<file path="config.mk">
export PLATFORM = sky130hd
export DESIGN_NAME = iod_top
export DESIGN_NICKNAME = d
export VERILOG_FILES = /design/src/inc/iod_pkg.sv /design/src/hdl/iod_top.sv /design/src/hdl/iod_pin_sync.sv /design/src/hdl/iod_bit_alu.sv
export SDC_FILE = /design/constraint.sdc
export NUM_CORES = 1
export LEC_CHECK = 0
export BUFFER_PORTS_ARGS = -buffer_cell sky130_fd_sc_hd__buf_2
export CORE_MARGIN = 4
export CORE_UTILIZATION = 51
export DETAILED_ROUTE_END_ITERATION = 10
export HOLD_SLACK_MARGIN = 0.03
export PLACE_DENSITY = 0.77
export SLEW_MARGIN = 40
export SYNTH_ARGS = -nofsm -noshare
export SYNTH_HDL_FRONTEND = slang
export SYNTH_HIERARCHICAL = 1
export SYNTH_SLANG_ARGS = --single-unit
</file>
<file path="constraint.sdc">
create_clock -name clk -period 2.55 [get_ports clk]
set_input_delay 0.51 -clock clk [delete_from_list [all_inputs] [get_ports clk]]
set_output_delay 0.51 -clock clk [all_outputs]
set_load 0.01 [all_outputs]
</file>
<file path="src/inc/iod_pkg.sv">
// Purpose: Constants, types and decode helpers of the I/O register space.
// Assumes: One 125 MHz clock, asynchronous active-low reset.
// Notes:   I/O addresses are 6 bits; data-space addresses are 8 bits.
package iod_pkg;

	// ------------------------------------------------------------------
	// Address map
	// ------------------------------------------------------------------
	localparam logic [5:0] IO_SPAN_LAST       = 6'h3f;
	localparam logic [5:0] BIT_SPAN_LAST      = 6'h1f;
	localparam logic [7:0] DATA_IO_OFFSET     = 8'h20;
	localparam logic [7:0] DATA_IO_LAST       = 8'h5f;
	localparam logic [7:0] DATA_EXT_FIRST     = 8'h60;

	localparam logic [5:0] OFS_PORT_B_PIN     = 6'h03;
	localparam logic [5:0] OFS_PORT_B_DIR     = 6'h04;
	localparam logic [5:0] OFS_PORT_B_OUT     = 6'h05;
	localparam logic [5:0] OFS_PORT_C_PIN     = 6'h06;
	localparam logic [5:0] OFS_PORT_C_DIR     = 6'h07;
	localparam logic [5:0] OFS_PORT_C_OUT     = 6'h08;
	localparam logic [5:0] OFS_PORT_D_PIN     = 6'h09;
	localparam logic [5:0] OFS_PORT_D_DIR     = 6'h0a;
	localparam logic [5:0] OFS_PORT_D_OUT     = 6'h0b;
	localparam logic [5:0] OFS_T0_FLAGS       = 6'h15;
	localparam logic [5:0] OFS_T2_FLAGS       = 6'h17;
	localparam logic [5:0] OFS_EE_ADDR_LO     = 6'h21;
	localparam logic [5:0] OFS_EE_ADDR_HI     = 6'h22;
	localparam logic [5:0] OFS_GEN_TIMER_CTL  = 6'h23;
	localparam logic [5:0] OFS_T0_CTL_A       = 6'h24;
	localparam logic [5:0] OFS_T0_CTL_B       = 6'h25;
	localparam logic [5:0] OFS_T0_COUNT       = 6'h26;
	localparam logic [5:0] OFS_T0_CMP_A       = 6'h27;
	localparam logic [5:0] OFS_T0_CMP_B       = 6'h28;
	localparam logic [5:0] OFS_SCRATCH_ONE    = 6'h2a;
	localparam logic [5:0] OFS_SCRATCH_TWO    = 6'h2b;
	localparam logic [5:0] OFS_SPI_CTL        = 6'h2c;
	localparam logic [5:0] OFS_SPI_STATE      = 6'h2d;
	localparam logic [5:0] OFS_SPI_DATA       = 6'h2e;
	localparam logic [5:0] OFS_CMP_CTL_STATE  = 6'h30;
	localparam logic [5:0] OFS_SLEEP_CTL      = 6'h33;

	// ------------------------------------------------------------------
	// Field positions and reset value
	// ------------------------------------------------------------------
	localparam int         POS_FLAG_OVF       = 0;
	localparam int         POS_FLAG_CMP_A     = 1;
	localparam int         POS_FLAG_CMP_B     = 2;
	localparam int         POS_SPI_DONE       = 7;
	localparam int         POS_SPI_COLLIDE    = 6;
	localparam int         POS_CMP_OUT        = 5;
	localparam int         POS_CMP_EDGE       = 4;
	localparam int         POS_FORCE_A        = 7;
	localparam int         POS_FORCE_B        = 6;
	localparam logic [7:0] REG_RESET          = 8'h00;
	localparam logic [7:0] PORT_C_PIN_MASK    = 8'h7f;

	// ------------------------------------------------------------------
	// Types
	// ------------------------------------------------------------------
	typedef enum logic [2:0] {
		io_read_op,
		io_write_op,
		set_io_bit_op,
		clear_io_bit_op,
		skip_when_io_bit_high,
		skip_when_io_bit_low,
		memory_read_direct,
		memory_write_direct
	} iod_op_t;

	typedef struct packed {
		logic       valid;
		iod_op_t    op;
		logic [5:0] io_addr;
		logic [7:0] data_addr;
		logic [2:0] bit_sel;
		logic [7:0] wdata;
	} iod_req_t;

	typedef struct packed {
		logic       ack;
		logic [7:0] rdata;
		logic       skip;
		logic       refused;
	} iod_ans_t;

	typedef struct packed {
		logic t0_ovf;
		logic t0_cmp_a;
		logic t0_cmp_b;
		logic t2_ovf;
		logic t2_cmp_a;
		logic t2_cmp_b;
		logic spi_done;
		logic spi_collide;
		logic cmp_edge;
	} iod_events_t;

	typedef struct packed {
		logic [7:0] port_b_out;
		logic [7:0] port_b_dir;
		logic [7:0] port_c_out;
		logic [7:0] port_c_dir;
		logic [7:0] port_d_out;
		logic [7:0] port_d_dir;
		logic [7:0] ee_addr_lo;
		logic [7:0] ee_addr_hi;
		logic [7:0] gen_timer_ctl;
		logic [7:0] t0_ctl_a;
		logic [7:0] t0_ctl_b;
		logic [7:0] t0_count;
		logic [7:0] t0_cmp_a;
		logic [7:0] t0_cmp_b;
		logic [7:0] scratch_one;
		logic [7:0] scratch_two;
		logic [7:0] spi_ctl;
		logic [7:0] spi_data;
		logic [7:0] cmp_ctl;
		logic [7:0] sleep_ctl;
	} iod_ctrl_t;

	// ------------------------------------------------------------------
	// Per-address bit classes
	// ------------------------------------------------------------------
	// Bits that software stores; all others read zero unless live or a set flag.
	function automatic logic [7:0] rw_mask(input logic [5:0] a);
		case (a)
			OFS_PORT_B_DIR, OFS_PORT_B_OUT,
			OFS_PORT_D_DIR, OFS_PORT_D_OUT,
			OFS_EE_ADDR_LO, OFS_EE_ADDR_HI,
			OFS_T0_COUNT, OFS_T0_CMP_A, OFS_T0_CMP_B,
			OFS_SCRATCH_ONE, OFS_SCRATCH_TWO,
			OFS_SPI_CTL, OFS_SPI_DATA:   rw_mask = 8'hff;
			OFS_PORT_C_DIR, OFS_PORT_C_OUT: rw_mask = 8'h7f;
			OFS_GEN_TIMER_CTL:           rw_mask = 8'h83;
			OFS_T0_CTL_A:                rw_mask = 8'hf3;
			OFS_T0_CTL_B:                rw_mask = 8'h0f;
			OFS_SPI_STATE:               rw_mask = 8'h01;
			OFS_CMP_CTL_STATE:           rw_mask = 8'hcf;
			OFS_SLEEP_CTL:               rw_mask = 8'h0f;
			default:                     rw_mask = 8'h00;
		endcase
	endfunction

	// Flags that a written one clears.
	function automatic logic [7:0] w1c_mask(input logic [5:0] a);
		case (a)
			OFS_T0_FLAGS, OFS_T2_FLAGS:  w1c_mask = 8'h07;
			OFS_SPI_STATE:               w1c_mask = 8'hc0;
			OFS_CMP_CTL_STATE:           w1c_mask = 8'h10;
			default:                     w1c_mask = 8'h00;
		endcase
	endfunction

endpackage : iod_pkg

</file>
<file path="src/hdl/iod_top.sv">
// Purpose: Decodes the 64-location I/O space for the processor core.
// Assumes: One request at a time; the core holds off while busy.
// Notes:   Extended data addresses are passed to an outside port.
module iod_top (
	input  wire logic                 clk,
	input  wire logic                 rstn,
	input  wire iod_pkg::iod_req_t    req,
	output iod_pkg::iod_ans_t         ans,
	output logic                      busy,
	input  wire iod_pkg::iod_events_t events,
	input  wire logic [7:0]           port_b_pins,
	input  wire logic [6:0]           port_c_pins,
	input  wire logic [7:0]           port_d_pins,
	input  wire logic                 cmp_level,
	output iod_pkg::iod_ctrl_t        ctrl,
	output logic [1:0]                force_cmp,
	output logic                      ext_req,
	output logic                      ext_we,
	output logic [7:0]                ext_addr,
	output logic [7:0]                ext_wdata,
	input  wire logic [7:0]           ext_rdata
);
	// ------------------------------------------------------------------
	// State
	// ------------------------------------------------------------------
	logic [7:0]        io_ff [64];
	logic [7:0]        nxt_io [64];
	iod_pkg::iod_ans_t ans_ff;
	logic [1:0]        force_ff;
	logic              ext_req_ff;
	logic              ext_we_ff;
	logic [7:0]        ext_addr_ff;
	logic [7:0]        ext_wdata_ff;
	logic [23:0]       pins_sync;

	// ------------------------------------------------------------------
	// Pin synchronisers
	// ------------------------------------------------------------------
	iod_pin_sync #(
		.WIDTH (24)
	) u_pin_sync (
		.clk     (clk),
		.rstn    (rstn),
		.pin_in  ({cmp_level, port_d_pins, port_c_pins, port_b_pins}),
		.pin_out (pins_sync)
	);

	// ------------------------------------------------------------------
	// Request decode
	// ------------------------------------------------------------------
	logic       take;
	logic       op_io;
	logic       op_bit;
	logic       op_skip;
	logic       op_mem;
	logic       mem_io;
	logic       mem_ext;
	logic       bit_ok;
	logic       do_write;
	logic       do_read;
	logic [5:0] addr;
	logic [7:0] data_rel;

	always_comb begin
		take     = req.valid && !ext_req_ff;
		op_io    = req.op == iod_pkg::io_read_op
			|| req.op == iod_pkg::io_write_op;
		op_bit   = req.op == iod_pkg::set_io_bit_op
			|| req.op == iod_pkg::clear_io_bit_op;
		op_skip  = req.op == iod_pkg::skip_when_io_bit_high
			|| req.op == iod_pkg::skip_when_io_bit_low;
		op_mem   = req.op == iod_pkg::memory_read_direct
			|| req.op == iod_pkg::memory_write_direct;
		data_rel = req.data_addr - iod_pkg::DATA_IO_OFFSET;
		mem_io   = op_mem && req.data_addr >= iod_pkg::DATA_IO_OFFSET
			&& req.data_addr <= iod_pkg::DATA_IO_LAST;
		// Only load/store reaches the extended window.
		mem_ext  = op_mem
			&& req.data_addr >= iod_pkg::DATA_EXT_FIRST;
		// A 6-bit field cannot name more than 64 locations.
		addr     = op_mem ? data_rel[5:0] : req.io_addr;
		bit_ok   = addr <= iod_pkg::BIT_SPAN_LAST;
		do_write = take && (req.op == iod_pkg::io_write_op
			|| (req.op == iod_pkg::memory_write_direct && mem_io)
			|| (op_bit && bit_ok));
		do_read  = take && (req.op == iod_pkg::io_read_op
			|| (req.op == iod_pkg::memory_read_direct && mem_io));
	end

	// ------------------------------------------------------------------
	// Write value of the addressed location
	// ------------------------------------------------------------------
	logic [7:0] sel_mask;
	logic [7:0] alu_val;
	logic       bit_test;

	iod_bit_alu u_bit_alu (
		.old_val  (io_ff[addr]),
		.rw_bits  (iod_pkg::rw_mask(addr)),
		.w1c_bits (iod_pkg::w1c_mask(addr)),
		.bit_mode (op_bit),
		.bit_set  (req.op == iod_pkg::set_io_bit_op),
		.bit_sel  (req.bit_sel),
		.wdata    (req.wdata),
		.sel_mask (sel_mask),
		.new_val  (alu_val),
		.bit_test (bit_test)
	);

	// ------------------------------------------------------------------
	// Hardware events and live levels
	// ------------------------------------------------------------------
	function automatic logic [7:0] live_bits(input logic [5:0] a,
			input logic [23:0] p);
		case (a)
			iod_pkg::OFS_PORT_B_PIN:    live_bits = p[7:0];
			iod_pkg::OFS_PORT_C_PIN:    live_bits = {1'b0, p[14:8]};
			iod_pkg::OFS_PORT_D_PIN:    live_bits = p[22:15];
			iod_pkg::OFS_CMP_CTL_STATE: live_bits = {2'b00, p[23], 5'h00};
			default:                    live_bits = 8'h00;
		endcase
	endfunction

	function automatic logic [7:0] event_bits(input logic [5:0] a,
			input iod_pkg::iod_events_t e);
		case (a)
			iod_pkg::OFS_T0_FLAGS:
				event_bits = {5'h00, e.t0_cmp_b, e.t0_cmp_a, e.t0_ovf};
			iod_pkg::OFS_T2_FLAGS:
				event_bits = {5'h00, e.t2_cmp_b, e.t2_cmp_a, e.t2_ovf};
			iod_pkg::OFS_SPI_STATE:
				event_bits = {e.spi_done, e.spi_collide, 6'h00};
			iod_pkg::OFS_CMP_CTL_STATE:
				event_bits = {3'h0, e.cmp_edge, 4'h0};
			default:
				event_bits = 8'h00;
		endcase
	endfunction

	// ------------------------------------------------------------------
	// Register array
	// ------------------------------------------------------------------
	always_comb begin
		for (int i = 0; i < 64; i++) begin
			nxt_io[i] = io_ff[i];
			if (do_write && addr == 6'(i)) begin
				nxt_io[i] = alu_val;
			end
			// Stored bits only; reserved ones stay zero.
			nxt_io[i] = (nxt_io[i] & (iod_pkg::rw_mask(6'(i))
				| iod_pkg::w1c_mask(6'(i))))
				| live_bits(6'(i), pins_sync);
			// An event in the clearing cycle survives the clear.
			nxt_io[i] = nxt_io[i] | event_bits(6'(i), events);
		end
	end

	always_ff @(posedge clk or negedge rstn) begin
		if (!rstn) begin
			for (int i = 0; i < 64; i++) begin
				io_ff[i] <= iod_pkg::REG_RESET;
			end
		end else begin
			for (int i = 0; i < 64; i++) begin
				io_ff[i] <= nxt_io[i];
			end
		end
	end

	// ------------------------------------------------------------------
	// Strobes of the write-only force bits
	// ------------------------------------------------------------------
	always_ff @(posedge clk or negedge rstn) begin
		if (!rstn) begin
			force_ff <= 2'b00;
		end else if (do_write && addr == iod_pkg::OFS_T0_CTL_B
				&& !op_bit) begin
			force_ff <= {req.wdata[iod_pkg::POS_FORCE_A],
				req.wdata[iod_pkg::POS_FORCE_B]};
		end else begin
			force_ff <= 2'b00;
		end
	end

	// ------------------------------------------------------------------
	// Extended window port
	// ------------------------------------------------------------------
	always_ff @(posedge clk or negedge rstn) begin
		if (!rstn) begin
			ext_req_ff   <= 1'b0;
			ext_we_ff    <= 1'b0;
			ext_addr_ff  <= 8'h00;
			ext_wdata_ff <= 8'h00;
		end else begin
			ext_req_ff <= take && mem_ext;
			if (take && mem_ext) begin
				ext_we_ff    <= req.op == iod_pkg::memory_write_direct;
				ext_addr_ff  <= req.data_addr;
				ext_wdata_ff <= req.wdata;
			end
		end
	end

	// ------------------------------------------------------------------
	// Answer to the core
	// ------------------------------------------------------------------
	always_ff @(posedge clk or negedge rstn) begin
		if (!rstn) begin
			ans_ff <= '0;
		end else begin
			ans_ff <= '0;
			if (ext_req_ff) begin
				ans_ff.ack   <= 1'b1;
				ans_ff.rdata <= ext_we_ff ? 8'h00 : ext_rdata;
			end else if (take && !mem_ext) begin
				ans_ff.ack     <= 1'b1;
				ans_ff.rdata   <= do_read ? io_ff[addr] : 8'h00;
				ans_ff.refused <= (op_bit || op_skip) && !bit_ok;
				if (op_skip && bit_ok) begin
					ans_ff.skip <= bit_test
						== (req.op == iod_pkg::skip_when_io_bit_high);
				end
			end
		end
	end

	assign ans       = ans_ff;
	assign busy      = ext_req_ff;
	assign force_cmp = force_ff;
	assign ext_req   = ext_req_ff;
	assign ext_we    = ext_we_ff;
	assign ext_addr  = ext_addr_ff;
	assign ext_wdata = ext_wdata_ff;
	assign ctrl      = '{
		port_b_out:    io_ff[iod_pkg::OFS_PORT_B_OUT],
		port_b_dir:    io_ff[iod_pkg::OFS_PORT_B_DIR],
		port_c_out:    io_ff[iod_pkg::OFS_PORT_C_OUT],
		port_c_dir:    io_ff[iod_pkg::OFS_PORT_C_DIR],
		port_d_out:    io_ff[iod_pkg::OFS_PORT_D_OUT],
		port_d_dir:    io_ff[iod_pkg::OFS_PORT_D_DIR],
		ee_addr_lo:    io_ff[iod_pkg::OFS_EE_ADDR_LO],
		ee_addr_hi:    io_ff[iod_pkg::OFS_EE_ADDR_HI],
		gen_timer_ctl: io_ff[iod_pkg::OFS_GEN_TIMER_CTL],
		t0_ctl_a:      io_ff[iod_pkg::OFS_T0_CTL_A],
		t0_ctl_b:      io_ff[iod_pkg::OFS_T0_CTL_B],
		t0_count:      io_ff[iod_pkg::OFS_T0_COUNT],
		t0_cmp_a:      io_ff[iod_pkg::OFS_T0_CMP_A],
		t0_cmp_b:      io_ff[iod_pkg::OFS_T0_CMP_B],
		scratch_one:   io_ff[iod_pkg::OFS_SCRATCH_ONE],
		scratch_two:   io_ff[iod_pkg::OFS_SCRATCH_TWO],
		spi_ctl:       io_ff[iod_pkg::OFS_SPI_CTL],
		spi_data:      io_ff[iod_pkg::OFS_SPI_DATA],
		cmp_ctl:       io_ff[iod_pkg::OFS_CMP_CTL_STATE],
		sleep_ctl:     io_ff[iod_pkg::OFS_SLEEP_CTL]
	};

	// ------------------------------------------------------------------
	// Checks
	// ------------------------------------------------------------------
	logic [7:0] t0_flags;
	logic [7:0] pb_out;
	logic       skip_ref;
	logic [2:0] t0_events;

	assign t0_flags  = io_ff[iod_pkg::OFS_T0_FLAGS];
	assign pb_out    = io_ff[iod_pkg::OFS_PORT_B_OUT];
	assign skip_ref  = io_ff[addr][req.bit_sel];
	assign t0_events = {events.t0_cmp_b, events.t0_cmp_a, events.t0_ovf};

	chk_io_answer: assert property (@(posedge clk) disable iff (!rstn)
		take && op_io |=> ans_ff.ack && !ext_req_ff)
		else $error("I/O access not answered in one cycle");

	chk_ext_route: assert property (@(posedge clk) disable iff (!rstn)
		take && mem_ext |=> ext_req_ff && !ans_ff.ack ##1 ans_ff.ack)
		else $error("Extended access not routed to the outside port");

	chk_bit_refused: assert property (@(posedge clk) disable iff (!rstn)
		take && op_bit && !bit_ok |=> ans_ff.refused && $stable(pb_out))
		else $error("Bit operation above 0x1f was not refused");

	chk_skip_result: assert property (@(posedge clk) disable iff (!rstn)
		take && req.op == iod_pkg::skip_when_io_bit_high && bit_ok
		|=> ans_ff.skip == $past(skip_ref))
		else $error("Skip result does not match the tested bit");

	chk_flag_clear: assert property (@(posedge clk) disable iff (!rstn)
		take && req.op == iod_pkg::io_write_op
		&& req.io_addr == iod_pkg::OFS_T0_FLAGS && t0_events == 3'b000
		|=> t0_flags == ($past(t0_flags) & ~($past(req.wdata) & 8'h07)))
		else $error("Flag write did not clear exactly the written ones");

	chk_bit_single: assert property (@(posedge clk) disable iff (!rstn)
		take && req.op == iod_pkg::set_io_bit_op
		&& req.io_addr == iod_pkg::OFS_T0_FLAGS && t0_events == 3'b000
		|=> t0_flags == ($past(t0_flags) & ~$past(sel_mask)))
		else $error("Bit operation disturbed neighbouring flags");

	chk_bit_set_port: assert property (@(posedge clk) disable iff (!rstn)
		take && req.op == iod_pkg::set_io_bit_op
		&& req.io_addr == iod_pkg::OFS_PORT_B_OUT
		|=> pb_out == ($past(pb_out) | $past(sel_mask)))
		else $error("Bit set did not reach the port output");

	chk_data_offset: assert property (@(posedge clk) disable iff (!rstn)
		take && req.op == iod_pkg::memory_write_direct
		&& req.data_addr == 8'h25 |=> pb_out == $past(req.wdata))
		else $error("Data-space write missed its I/O location");

	chk_reserved_zero: assert property (@(posedge clk) disable iff (!rstn)
		take && req.op == iod_pkg::io_read_op && req.io_addr == 6'h00
		|=> ans_ff.rdata == 8'h00)
		else $error("Reserved location did not read zero");
endmodule // iod_top

</file>
<file path="src/hdl/iod_pin_sync.sv">
// Purpose: Brings asynchronous pin levels into the clock domain.
// Assumes: Inputs may change at any time relative to clk.
// Notes:   A bit changes only once the second and third stages agree.
module iod_pin_sync #(
	parameter int WIDTH = 24
) (
	input  wire logic             clk,
	input  wire logic             rstn,
	input  wire logic [WIDTH-1:0] pin_in,
	output logic      [WIDTH-1:0] pin_out
);
	logic [WIDTH-1:0] stage1_ff;
	logic [WIDTH-1:0] stage2_ff;
	logic [WIDTH-1:0] stage3_ff;
	logic [WIDTH-1:0] level_ff;

	always_ff @(posedge clk or negedge rstn) begin
		if (!rstn) begin
			stage1_ff <= '0;
			stage2_ff <= '0;
			stage3_ff <= '0;
		end else begin
			stage1_ff <= pin_in;
			stage2_ff <= stage1_ff;
			stage3_ff <= stage2_ff;
		end
	end

	// Holding on disagreement rejects a single-cycle glitch.
	always_ff @(posedge clk or negedge rstn) begin
		if (!rstn) begin
			level_ff <= '0;
		end else begin
			level_ff <= (stage2_ff & stage3_ff)
				| (level_ff & (stage2_ff ^ stage3_ff));
		end
	end

	assign pin_out = level_ff;
endmodule // iod_pin_sync

</file>
<file path="src/hdl/iod_bit_alu.sv">
// Purpose: Computes the new value of one I/O location for a write.
// Assumes: Masks come from the address decode of the caller.
// Notes:   Purely combinational.
module iod_bit_alu (
	input  wire logic [7:0] old_val,
	input  wire logic [7:0] rw_bits,
	input  wire logic [7:0] w1c_bits,
	input  wire logic       bit_mode,
	input  wire logic       bit_set,
	input  wire logic [2:0] bit_sel,
	input  wire logic [7:0] wdata,
	output logic      [7:0] sel_mask,
	output logic      [7:0] new_val,
	output logic            bit_test
);
	logic [7:0] val;

	always_comb begin
		sel_mask = bit_mode ? (8'h01 << bit_sel) : 8'hff;
		val      = bit_mode ? {8{bit_set}} : wdata;
		// A bit operation touches only the selected bit, so it never
		// writes a one onto a neighbouring flag.
		new_val  = (old_val & ~(rw_bits & sel_mask))
			| (val & rw_bits & sel_mask);
		new_val  = new_val & ~(val & w1c_bits & sel_mask);
		bit_test = old_val[bit_sel];
	end
endmodule // iod_bit_alu

</file>
# ---- Word level (Yosys, flattened, before mapping)
# Memory sizes are Yosys's and may differ from the RTL's.
# Cells that the tools add are included.
# W data, S select, Z words.
dict set report totals {
  ff_bits 307
  rom_bits 512
  word_cells 169
  n_memories 1
}
# name words width rd rd_ports_with_merged_regs write_ports line_no
set memory_table {}
lappend memory_table {{(name not given)} 64 8 1 0 0 iod_pkg.sv:127} ;# case (a)
dict set report op_classes {
  n_addsub 1
  magnitude_cmp 6
  eq_ne 31
  shift 1
  muxes 20
  bitwise_logic 20
  n_reduce_logical 50
}
# operator n
set op_table {}
lappend op_table {{$eq A6 B6 Y1 const B} 15}
lappend op_table {{$mux W8} 8}
lappend op_table {{$and A8 B8 Y8} 7}
lappend op_table {{$and A24 B24 Y24} 2}
lappend op_table {{$bmux W8 S6} 1}
lappend op_table {{$logic_and A1 B1 Y1} 37}
lappend op_table {{$or A24 B24 Y24} 1}
lappend op_table {{$pmux W8 S3} 1}
lappend op_table {{$xor A24 B24 Y24} 1}
lappend op_table {{$eq A6 B3 Y1 const B} 3}
lappend op_table {{$eq A6 B4 Y1 const B} 3}
lappend op_table {{$not A8 Y8} 2}
lappend op_table {{$or A8 B8 Y8} 2}
lappend op_table {{$eq A3 B3 Y1 const B} 4}
lappend op_table {{$eq A6 B5 Y1 const B} 2}
lappend op_table {{$mux W11} 1}
lappend op_table {{$mux W9} 1}
lappend op_table {{$ge A8 B6 Y1 const B} 1}
lappend op_table {{$ge A8 B7 Y1 const B} 1}
lappend op_table {{$le A8 B7 Y1 const B} 1}
lappend op_table {{$or A8 B5 Y8} 1}
lappend op_table {{$or A8 B6 Y8} 1}
lappend op_table {{$shl A1 B3 Y8 const A} 1}
lappend op_table {{$ge A7 B7 Y1 const B} 1}
lappend op_table {{17 further kinds} 31}

# ---- Logic depth before layout (Yosys ltp)
# Gate-level depths: netlist of the first run.
dict set report depth {
  word_depth 13
  depth_mapped 16
  mapped_depth_nobuf 11
}

# ---- Hierarchy
# The synthesis of the first run kept the hierarchy.
# module instances cells_each area_per_inst_um2 seq_area_each_um2
set modules_own_cells {}
lappend modules_own_cells {iod_top 1 968 11210.8 5154.9}
lappend modules_own_cells {iod_pin_sync 1 144 2882.8 2402.3}
lappend modules_own_cells {iod_bit_alu 1 57 516.7 0.0}

# ---- Least setup slack after synthesis of the first run
# No wires, ideal clock.
dict set report synth_timing {
  path_type {input -> register}
  start {input req[27] in the netlist's numbering}
  end {register io_ff (netlist bit ctrl[150])}
  setup_time_ps 65
  t_arrival_ps 3411
  t_required_ps 2485
  slack_ps -926
  stages 14
  path_buffers 5
  cell_sequence {buf_2 buf_4 nand3_1 nand2_1 buf_4 buf_4 ha_1 or3_1 a31oi_1 o211ai_1 mux2_2 a2bb2oi_1 clkbuf_1 mux2_2}
}
dict set report synth_via {
  elab_chain_len 10
  word_cells_on_any_way 41
}
# element line_no
set synth_rtl {}
lappend synth_rtl {{from (decl)} iod_top.sv:7} ;# input wire iod_pkg::iod_req_t req,
lappend synth_rtl {{$eq A3 B3 Y1 (on tied branches)} {iod_top.sv:72, iod_top.sv:73}}
lappend synth_rtl {{$logic_or A1 B1 Y1} iod_top.sv:73} ;# || req.op == iod_pkg::memory_write_direct;
lappend synth_rtl {{$mux W6} iod_top.sv:81} ;# addr = op_mem ? data_rel[5:0] : req.io_addr;
lappend synth_rtl {{$not A6 Y7 (not written as such) / $eq A6 B5 Y1 (equally long branches)} {iod_top.sv:98, iod_pkg.sv:147}}
lappend synth_rtl {{$bmux W8 S6 / $reduce_or A2 Y1 (equally long branches)} {iod_top.sv:98, iod_pkg.sv:147}}
lappend synth_rtl {{$mux W8 (not written as such) / $pmux W8 S3 (equally long branches)} {iod_top.sv:98, iod_pkg.sv:147}}
lappend synth_rtl {{$mux W8 (not written as such) / $and A8 B8 Y8 (equally long branches)} {iod_top.sv:98, iod_bit_alu.sv:25}}
lappend synth_rtl {{$and A8 B8 Y8 (on tied branches)} {iod_bit_alu.sv:23, iod_bit_alu.sv:25}}
lappend synth_rtl {{$or A8 B8 Y8 / $not A8 Y8 (equally long branches)} {iod_bit_alu.sv:24, iod_bit_alu.sv:25}}
lappend synth_rtl {{$and A8 B8 Y8 (*)} iod_bit_alu.sv:25} ;# new_val = new_val & ~(val & w1c_bits & sel_mask);
lappend synth_rtl {{via alu_val[6]} iod_top.sv:94} ;# logic [7:0] alu_val;
lappend synth_rtl {{to (signal, indexed assignment)} iod_top.sv:161} ;# io_ff[i] <= iod_pkg::REG_RESET;
lappend synth_rtl {{to (signal, indexed assignment)} iod_top.sv:165} ;# io_ff[i] <= nxt_io[i];
lappend synth_rtl {{to (decl)} iod_top.sv:26} ;# logic [7:0] io_ff [64];
# The timed path passes the listed nets; every way through them passes the cells marked *. The select of a mux whose other input is x is not followed.
# A chain may end at the register's enable or synchronous reset.

# ---- Final worst setup path of the first run
dict set report layout_timing {
  start {input req[26] in the netlist's numbering}
  end {register ans_ff (netlist bit ans[1])}
}
dict set report layout_via {
  elab_chain_len 13
  word_cells_on_any_way 22
}
# element line_no
set layout_rtl {}
lappend layout_rtl {{$eq A3 B3 Y1 (on tied branches)} {iod_top.sv:72, iod_top.sv:73}}
lappend layout_rtl {{$logic_or A1 B1 Y1 (*)} iod_top.sv:73}
lappend layout_rtl {{$mux W6 (*)} iod_top.sv:81}
lappend layout_rtl {{$not A6 Y7 (not written as such) (*)} iod_top.sv:98} ;# .old_val (io_ff[addr]),
lappend layout_rtl {{$bmux W8 S6 (*)} iod_top.sv:98}
lappend layout_rtl {{$mux W8 (not written as such) (*) (2 in a row)} iod_top.sv:98}
lappend layout_rtl {{$bmux W1 S3 (*)} n/a}
lappend layout_rtl {{$mux W1 (not written as such) (*)} iod_bit_alu.sv:26} ;# bit_test = old_val[bit_sel];
lappend layout_rtl {{via bit_test} iod_top.sv:95} ;# logic bit_test;
lappend layout_rtl {{$eq A1 B1 Y1 (*)} iod_top.sv:221} ;# == (req.op == iod_pkg::skip_when_io_bit_high);
lappend layout_rtl {{$mux W1 (*)} iod_top.sv:219} ;# if (op_skip && bit_ok) begin
lappend layout_rtl {{$mux W11 (*)} iod_top.sv:215} ;# end else if (take && !mem_ext) begin
lappend layout_rtl {{$mux W2 (*)} iod_top.sv:212} ;# if (ext_req_ff) begin
lappend layout_rtl {{to (decl)} iod_top.sv:28} ;# iod_pkg::iod_ans_t ans_ff;
# Marked as above.

==> results of run 1 <==
==> placed cells by master (no fill, tap or decap), types with 6 or more instances in the layout <==
cell	synthesis	routed
dfrtp_1	302	302
buf_2	20	242
buf_4	173	214
mux2_2	163	125
nand2_1	50	47
mux2_4	0	39
mux2i_1	44	36
clkbuf_16	0	32
buf_12	0	31
a21o_1	29	29
ha_1	30	27
nand3_1	27	25
o21ai_0	32	24
dlygate4sd3_1	0	24
conb_1	1	19
buf_6	5	19
and3_1	17	15
a21oi_1	16	15
a211o_1	12	12
nor2b_1	13	12
nor2_1	15	11
nand2b_1	8	8
nand4_1	8	8
o21ai_1	1	8
mux4_2	6	8
nor2_2	5	8
clkinv_2	0	8
buf_8	0	8
a2bb2oi_4	0	7
inv_1	8	6
o31ai_1	8	6
a31oi_1	8	6
a22oi_1	7	6
mux2_1	7	6
==> cell families (layout without fill, tap and decap cells) <==
family                     Yosys count  after routing  share of synthesized area, %
DFF                                302            302                          51.7
xor gates and xnor gates             3              3                         0.180
other                                1             19                        0.0257
adders and majority gates           30             30                          2.57
AOI/OAI and AO/OA                  201            201                          10.3
and+or+nand+nor                    182            182                          7.01
muxes                              223            223                          17.5
buffers and inverters              227            600                          10.7
==> power by group <==
part / switching [W] / internal, W / total (W)
clock: 0.00183 / 0.00240 / 0.00423
combinational: 0.00135 / 0.00127 / 0.00262
sequential: 0.000213 / 0.00512 / 0.00533
==> final cells by class <==
type                    instances  area [um^2]
inverters                       8         40.0
fillers                      1996         8490
flip-flops and latches        302         7560
multi-input cells             658         6410
clock inverters                11          109
clock buffers                  40          838
repair buffers                541         4090
well taps                     378          473
==> worst max-delay path, stage by stage <==
cell and delay, ns:
buf_12 0.13, a21bo_4 0.23, nand2_4 0.14, buf_12 0.16, mux2i_1 0.39, o221a_2 0.27
a311oi_1 0.05, buf_4 0.17, and3_4 0.17, mux4_2 0.46, mux2_4 0.28, xor2_1 0.14
and3_1 0.14
==> final timing paths <==
path / startpoint / end / slack (ns) / depth (start not counted)
hold / removal: port_c_pins[4] / u_pin_sync/stage1_ff[12] / 0.05 / 1
hold reg to reg: u_pin_sync/stage1_ff[14] / u_pin_sync/stage2_ff[14] / 0.34 / 0
setup / recovery: req[26] / ans[1] / -0.25 / 13
max in group asynchronous: rstn / u_pin_sync/pin_out[10] / 1.23 / 3
min in group asynchronous: rstn / ctrl[26] / 0.49 / 2
setup reg to reg: ctrl[115] / ans[1] / -0.02 / 7
==> per-layer routing <==
metal  global-route usage (%)  up-vias  part of all wire [%]
met5                        0        -                     0
met4                     13.1        0                   5.2
met3                     6.30      128                   8.2
met2                     47.2      542                    47
met1                     37.8     5552                    40
li1                         -     4801                     -
==> flip-flops by register name, indices dropped and copies added, names as in the netlist, named ones only <==
register and flops:
ext_addr 8, u_pin_sync/stage2_ff 24, ext_we 1, pb_out 8
ctrl 129, ext_wdata 8, t0_flags 3, u_pin_sync/stage3_ff 24
io_ff 29, ans 11, u_pin_sync/stage1_ff 24, force_cmp 2
u_pin_sync/pin_out 24, busy 1
==> per-stage QoR <==
| stage | hold slack, ns | setup TNS (ns) | instance area (um^2) | setup slack [ns] | std cells |
|---|---|---|---|---|---|
| floorplan | 0.214 | -55.69 | 15000 | -0.531 | 1187 |
| global placement | 0.332 | -137.44 | 17100 | -1.16 | 1814 |
| detailed placement | 0.335 | -138.31 | 17100 | -1.17 | 1814 |
| CTS | 0.0302 | -4.70 | 19100 | -0.255 | 1931 |
| global route | 0.0364 | -10.57 | 19500 | -0.286 | 1938 |
| finish | 0.0532 | -6.15 | 19500 | -0.249 | 1938 |
==> what timing repair did <==
item,CTS,global route
resized for setup,101,65
endpoints found under the hold margin,83,0
setup endpoints to repair,152,106
pin swaps,20,24
hold buffers,24,0
setup buffers,38,12
cloned,4,2
==> summary.md, run 1 <==
| Metric | Value |
|---|---|
| Antenna cell count | 0 |
| CP required | approximately 3.0 ns |
| Wire per inst | 24.0 um |
| ANT nets after route | 0 |
| Mean number of vias per cell | 5.69 |
| Synth top cells by count | dfrtp_1 (302), buf_4 (173), mux2_2 (163) |
| Startpoint types | primary input |
| Most common cell in the netlist | dfrtp_1 |
| Initial DRC Count | 908 |
| Initial Util | a little over half |
| Slew Viols, Final | 0 |
| I/O pins | 264 |
| Final min period | between 2 and 3 ns |
| Post-synth EDFFs | 0 |
| Utilization after layout | roughly 70% |
| CTS tree | done |
| Syn avg cell area | 12.5 um^2 |
| Die height | 177 um |
| Fin. Hold Viols | 0 |
| Slew @ Worst Pin | about 0.86 ns |
| Crit path kind | in -> reg |
| Most used DFF post-synth | dfrtp_1 |
| Final period utilization | 110% |
| Via Count | roughly 11k |
| Site Rows | 61 |
| Fmax | approximately 360 MHz |
| DPL Wire Length | 33600 um |
| Yosys warns | 6 |
| Critical path arrival | roughly 3.3 ns |
| Clock buffer depth | 3 |
| Nets | between 1.5k and 2k |
| Largest net degree at the start of global routing | 70 |
| RSZ-0062 raised after global routing | true |
| DRC Markers | 0 |
| Die ar. | between 30000 and 40000 um^2 |
| Core area | approximately 28000 um^2 |
| Async SR Flop Fraction | 100% |
| Post-Syn Area | between 10000 and 15000 um^2 |
| DR pass1 iterations | 5 |
| CP Capture Type | flop |
| Vias in the first global route | between 10k and 15k |
| Sequential fraction of the synthesis area | between 50% and 60% |
| P per Cell Area | 624 nW/um^2 |
| CP Max Fanout | 11 |
| Gp weighted congestion | 0.979 |
| Leading area contributor after synthesis | dfrtp_1 |
| Clk sinks | just over 300 |
| Rel. slew slack | 42.7% |
| Initial antenna violation count | 0 |
| H-tree depth | 1 |
| Power, Total | 0.0122 W |
| Remaining Overflow, GRT | 0 |
| Syn-to-layout area delta | 33.6% |
| Final worst slack | -0.249 ns |
| Layout cell share with drive strength beyond 1 | ~54% |
| Layout Skew | between 0.009 and 0.01 ns |
| Total GRT Usage | between 20 and 30% |
| Peak supply drop | a little under 0.6 mV |
| Status | complete, but fails checks |
| # setup viols final | 85 |
| Failing checks | negative setup slack |
| Global-route wire length before repair | 69400 um |
| Num CTS Buffers | 30 |
| I/O Buffers | 246 |
| Clock transition at path regs | roughly 0.060 ns |
| Synth top area share | between 50% and 60% |
| Post-synthesis register bit count | about 300 |
| Final wirelength | 46600 um |
| Syn Inst Count | 1169 |
| Skew-Pair Late Insertion Delay | ~0.57 ns |
| Synth area leaders | dfrtp_1 (52%), mux2_2 (13%), buf_4 (8.9%) |
| Die X | around 180 um |
| Pleak | 9.74 nW |
| Worst Hold Class | in -> reg |
| Library cells used by synthesis | between 80 and 90 |
| Max cap viols | 0 |
| Root buf cell | clkbuf_16 |
Note: power is estimated with default switching activity, not from simulation.
==> inputs of run 2 (changes only) <==
--- a/config.mk
+++ b/config.mk
@@ -7,4 +7,5 @@
 export LEC_CHECK = 0
 export BUFFER_PORTS_ARGS = -buffer_cell sky130_fd_sc_hd__buf_2
+export CAP_MARGIN = 0
 export CORE_MARGIN = 4
 export CORE_UTILIZATION = 51
==> constraint.sdc (replaced) <==
create_clock -name clk -period 2.55 [get_ports clk]
set_input_delay 0.51 -clock clk [delete_from_list [all_inputs] [get_ports clk]]
set_output_delay 0.51 -clock clk [all_outputs]
set_load 0.05 [all_outputs]
==> summary.md, run 2 (synthesis gave the netlist of run 1 again) <==
| Metric | Value |
|---|---|
| Via Count | about 11k |
| Global-route wire length before repair | approximately 70000 um |
| Initial antenna violation count | 0 |
| Remaining Overflow, GRT | 0 |
| Clock buffer depth | 3 |
| Clock transition at path regs | around 0.06 ns |
| Most common cell after layout, fill and taps aside | dfrtp_1 |
| Final worst slack | -0.270 ns |
| H-tree depth | 1 |
| Total GRT Usage | roughly 30% |
| Buf/Inv on CP | 8 |
| Pleak | 9.80 nW |
| Root buf cell | clkbuf_16 |
| P per Cell Area | approximately 660 nW/um^2 |
| Initial DRC Count | ~1.2k |
| Reg2reg setup slack | -0.10 ns |
| Layout cell share with drive strength beyond 1 | 54.7% |
| Worst hold path stage count | 1 |
| Hold Crit Start | port_d_pins[2] |
| Utilization after layout | around 70% |
| RSZ-0062 raised after global routing | true |
| Failing checks | negative setup slack |
| Final wirelength | approximately 47000 um |
| CTS tree | done |
| Grt met3 use | ~5.6% |
| Initial Util | 52.2% |
| Nets | 1645 |
| Power, Total | 0.0129 W |
| Worst Hold Slack | between 0.05 and 0.06 ns |
| Fmax | between 300 and 400 MHz |
| Crit path kind | in -> reg |
| Fin. Hold Viols | 0 |
| Crit path top cell by count | buf_8 |
| Rel. slew slack | roughly 47% |
| Worst Hold Class | in -> reg |
| Antenna cell count | 0 |
| Die ar. | ~31000 um^2 |
| Largest net degree at the start of global routing | 70 |
| FF-to-FF Start | ctrl[113] |
| DR pass1 iterations | 5 |
| Die X | between 150 and 200 um |
| Layout Skew | 0.00999 ns |
| Startpoint types | primary input |
| Critical path arrival | 3.32 ns |
| Die height | around 180 um |
| CP required | 3.05 ns |
| Max reg flops | ~130 |
| DPL Wire Length | 33700 um |
| Inst Count DP | about 1.8k |
| Peak supply drop | between 0.6 and 0.7 mV |
| Max cap viols | 0 |
| Mean number of vias per cell | between 5 and 6 |
| Hold path endpoint | u_pin_sync/stage1_ff[17] |
| Storage cell area | roughly 7600 um^2 |
| Reg-to-Reg End | ans[1] |
| CP Max Fanout | 6 |
| Most frequent cells in the layout | dfrtp_1 (302), buf_2 (242), buf_4 (217) |
| Reg2Reg Depth | 8 |
| Final min period | ~2.8 ns |
| ANT nets after route | 0 |
| Final period utilization | 111% |
| Slew @ Worst Pin | ~0.8 ns |
| Skew-Pair Late Insertion Delay | 0.56 ns |
| Clk sinks | a little over 300 |
| GR peak layer | met2 |
| CP Cell Sequence | buf_12 > a21bo_4 > nand2_8 > inv_8 > buf_8 > buf_8 > a21o_1 > a222oi_1 > buf_4 > nand4_1 > nor2_2 > buf_4 > a21oi_2 > a21oi_2 > buf_6 > buf_8 > mux2_4 |
| M1 GR Usage | between 30% and 40% |
| Worst path top cell family by delay | compound AO/OA/AOI/OAI gates |
| I/O Buffers | 246 |
| Core area | 28000 um^2 |
| Final cell count without fillers | between 1.5k and 2k |
| Num CTS Buffers | 30 |
| Slew Viols, Final | 0 |
| Post-placement worst setup slack | -1.17 ns |
| Site Rows | between 60 and 70 |
| DRC Markers | 0 |
| CP Capture Type | flop |
| Status | complete, but fails checks |
| GR Util met2 | between 40% and 50% |
| Gp weighted congestion | about 0.95 |
| CP max-delay cell | a222oi_1 |
| Number of fill cells | roughly 2k |
| CP max stage delay | about 0.55 ns |
| Syn-to-layout area delta | 34.1% |
| I/O pins | about 260 |
| Area of the multi-input gates | between 6000 and 7000 um^2 |
| Wire per inst | about 24 um |
| Vias in the first global route | about 12k |
| # setup viols final | 40 |
[run 2: worst max path at each step]
stage            start   endpoint  slack (ns)  cells past startpoint
2_1_floorplan  req[26]     ans[1]       -0.53                     11
3_3_place_gp   req[27]     ans[1]       -1.15                     13
3_5_place_dp   req[27]     ans[1]       -1.17                     13
4_1_cts        req[19]     ans[1]       -0.20                     12
5_1_grt        req[27]  ctrl[112]       -0.33                     18
6_report       req[27]  ctrl[112]       -0.27                     17
[run 2: final cells by class]
type	instances	share of cell area (%)
Inverter	8	0.204
Clock inverter	9	0.511
Timing Repair Buffer	543	21.0
Multi-Input combinational cell	658	32.9
Tap cell	378	2.41
Clock buffer	42	4.42
Sequential cell	302	38.6
[run 2: where the power goes]
| part | switching [W] | total [W] | internal (W) |
|---|---|---|---|
| Sequential | 0.000209 | 0.00533 | 0.00512 |
| Combinational | 0.00198 | 0.00324 | 0.00126 |
| Clock | 0.00180 | 0.00435 | 0.00255 |
| Total | 0.00399 | 0.0129 | 0.00893 |
[run 2: per-layer routing]
metal | wire length (um) | vias up
li1 | - | 4791
met5 | 0 | -
met4 | 2120 | 0
met2 | 22600 | 549
met1 | 18600 | 5639
met3 | 4070 | 126
[run 2: through the flow]
step / setup TNS (ns) / cell area (um^2)
4_1_cts: -3.75 / 19300
3_3_place_gp: -139.23 / 17100
3_5_place_dp: -142.78 / 17100
5_1_grt: -8.29 / 19600
6_report: -6.04 / 19600
2_1_floorplan: -55.69 / 15000
[run 2: what timing repair did]
action                     in CTS  in global routing
gates cloned                    5                  2
setup endpoints to repair     152                 98
hold endpoints to repair       72                  0
hold buffers                   13                  0
setup buffers                  51                 11
pin swaps                      31                  7
resized for setup             136                 56
==> inputs of run 3 (changes only) <==
Settings changed: ABC_AREA set to 1, CTS_CLUSTER_DIAMETER set to 80, GPL_ROUTABILITY_DRIVEN set to 0.
==> summary.md, run 3 <==
| Metric | Value |
|---|---|
| Most common cell after layout, fill and taps aside | nand2_1 |
| CTS tree | done |
| Post-Syn Area | around 15000 um^2 |
| Num CTS Buffers | 31 |
| Post-synth EDFFs | 0 |
| ANT nets after route | 0 |
| Fin. Hold Viols | 0 |
| Inst Count DP | 2345 |
| Worst Hold Class | in -> reg |
| Critical path arrival | around 3.0 ns |
| DPL Wire Length | 34300 um |
| Area post-placement | 16700 um^2 |
| H-tree depth | 1 |
| Initial antenna violation count | 0 |
| Leading area contributor after synthesis | dfrtp_1 |
| Clock buffer depth | 3 |
| I/O Buffers | 246 |
| Most used DFF post-synth | dfrtp_1 |
| Layout cell share with drive strength beyond 1 | 27.8% |
| Area of the multi-input gates | 5400 um^2 |
| Slew Viols, Final | 0 |
| Synth top area share | 50.7% |
| CP Cell Sequence | clkbuf_4 > nand2_4 > nand2_2 > nand2_4 > clkinvlp_4 > buf_4 > ha_4 > nor2_4 > nand2_1 > o21ai_2 > inv_1 > o21ai_1 > o211ai_1 > nand3_1 > nand2_1 > o21ai_1 > nor2_1 > inv_2 > clkbuf_16 > o21ai_1 |
| Reg2Reg Depth | 14 |
| Number of fill cells | 2352 |
| Slew @ Worst Pin | 0.726 ns |
| Skew-Pair Late Insertion Delay | about 0.58 ns |
| I/O pins | about 260 |
| Die ar. | ~32000 um^2 |
| Remaining Overflow, GRT | 0 |
| Die height | approximately 180 um |
| Worst hold path stage count | 1 |
| Syn Inst Count | ~1.8k |
| RSZ-0062 raised after global routing | true |
| Largest net degree at the start of global routing | 82 |
| Async SR Flop Fraction | 100% |
| Post-synthesis register bit count | around 300 |
| Reg2reg setup slack | ~0.33 ns |
| CP max-delay cell | inv_2 |
| Synth area leaders | dfrtp_1 (51%), nand2_1 (14%), buf_4 (8.5%) |
| Final wirelength | 46700 um |
| Startpoint types | primary input |
| Final cell count without fillers | approximately 2.4k |
| Vias in the first global route | about 13k |
| Worst Hold Slack | 0.0462 ns |
| Via Count | ~13k |
| Antenna cell count | 0 |
| # setup viols final | 0 |
| Pleak | ~9.6 nW |
| Root buf cell | clkbuf_16 |
| Core area | approximately 29000 um^2 |
| Wire per inst | 19.3 um |
| Die X | ~180 um |
| Utilization after layout | a little over three fifths |
| CP Capture Type | flop |
| Clk sinks | about 300 |
| Initial DRC Count | between 1.5k and 2k |
| Max cap viols | 0 |
| Most common cell in the netlist | nand2_1 |
| CP required | ~3 ns |
| CP Max Fanout | 7 |
| Library cells used by synthesis | 40 |
| DRC Markers | 0 |
| Peak supply drop | between 0.5 and 0.6 mV |
| Rel. slew slack | about half |
| Fmax | just under 400 MHz |
| Initial Util | roughly half |
| Most frequent cells in the layout | nand2_1 (568), dfrtp_1 (302), buf_2 (243) |
| Crit path kind | in -> reg |
| Post-Layout Inst Area | 18200 um^2 |
| Status | finished, final reports clean |
| Syn avg cell area | roughly 8.4 um^2 |
| Mean number of vias per cell | 5.41 |
| Max reg flops | approximately 130 |
| Clock transition at path regs | around 0.060 ns |
| CP max stage delay | about 0.22 ns |
| Total GRT Usage | about 28% |
| DR pass1 iterations | 8 |
| Final period utilization | between 90% and 100% |
| Yosys warns | 6 |
| Syn-to-layout area delta | 21.8% |
| Layout Skew | ~0.017 ns |
| Final min period | about 2.5 ns |
| Sequential fraction of the synthesis area | 50.7% |
| Site Rows | between 60 and 70 |
| Synth top cells by count | nand2_1 (576), dfrtp_1 (302), buf_4 (169) |
| Crit path top cell by count | o21ai_1 |
| Global-route wire length before repair | between 60000 and 70000 um |
| P per Cell Area | between 700 and 800 nW/um^2 |
| Nets | roughly 2.1k |
| Storage cell area | between 7000 and 8000 um^2 |
-- run 3: cell types whose count changed in the layout (fill, tap and decap cells not counted), sizes merged, moves of 43 or more --
cell	before	now
buf	529	409
mux2i	45	0
nand2	51	603
inv	8	144
nor2	21	64
mux2	170	0
o21ai	35	187
nand3	27	125
-- run 3: layout make-up --
class | instances | share of cell area (%)
clock buffers | 47 | 5.15
well taps | 384 | 2.64
clock inverters | 7 | 0.572
multi-input cells | 1108 | 29.7
inverters | 144 | 3.01
repair buffers | 430 | 17.3
flip-flops and latches | 302 | 41.6
-- run 3: timing repair --
action / CTS / global route
endpoints found under the hold margin: 86 / 0
setup endpoints to repair: 0 / 44
buffers inserted: 0 / 4
hold buffers: 16 / 0
resized for setup: 0 / 35
-- run 3: worst paths after layout --
kind | start | end
max | req[27] | ctrl[22]
min in group asynchronous | rstn | ctrl[58]
max reg2reg | ctrl[109] | ans[1]
min | port_b_pins[1] | u_pin_sync/stage1_ff[1]
min reg2reg | u_pin_sync/stage1_ff[5] | u_pin_sync/stage2_ff[5]
max in group asynchronous | rstn | u_pin_sync/stage1_ff[5]
-- run 3: where the power goes --
group / switching, W / internal, W
Sequential: 0.000256 / 0.00515
Combinational: 0.00231 / 0.00107
Clock: 0.00184 / 0.00272
-- run 3: logic make-up after synthesis --
logic type      count (synthesis)  synth area share (%)
xor+xnor                        1                0.0587
flops                         302                  50.7
simple gates                  828                  24.1
fa+ha+maj                      30                  2.52
other cells                     1                0.0251
buf+inv                       377                  14.6
compound gates                230                  8.03
-- run 3: per-stage QoR --
step	total power, W	worst slack [ns]	TNS, ns
finish	0.0134	0.0276	0
CTS	0.0133	0.0929	0
global route	0.0139	-0.0971	-1.09
global placement	0.00861	-0.399	-44.03
floorplan	0.00757	0.0207	0
detailed placement	0.00868	-0.494	-50.84
-- run 3: critical path, delay by kind of cell --
kind                       cells  cell delay, ns
AOI/OAI and AO/OA              5            0.60
and+or+nand+nor                8            0.74
adders and majority gates      1            0.17
buffers and inverters          6            0.96
-- run 3: per-layer routing --
layer / global-route usage, % / up-vias / wire [um]
li1: - / 5924 / -
met1: 35.7 / 6109 / 16800
met2: 44.3 / 870 / 21100
met3: 8.01 / 206 / 5830
met4: 14.5 / 0 / 2990
met5: 0 / - / 0
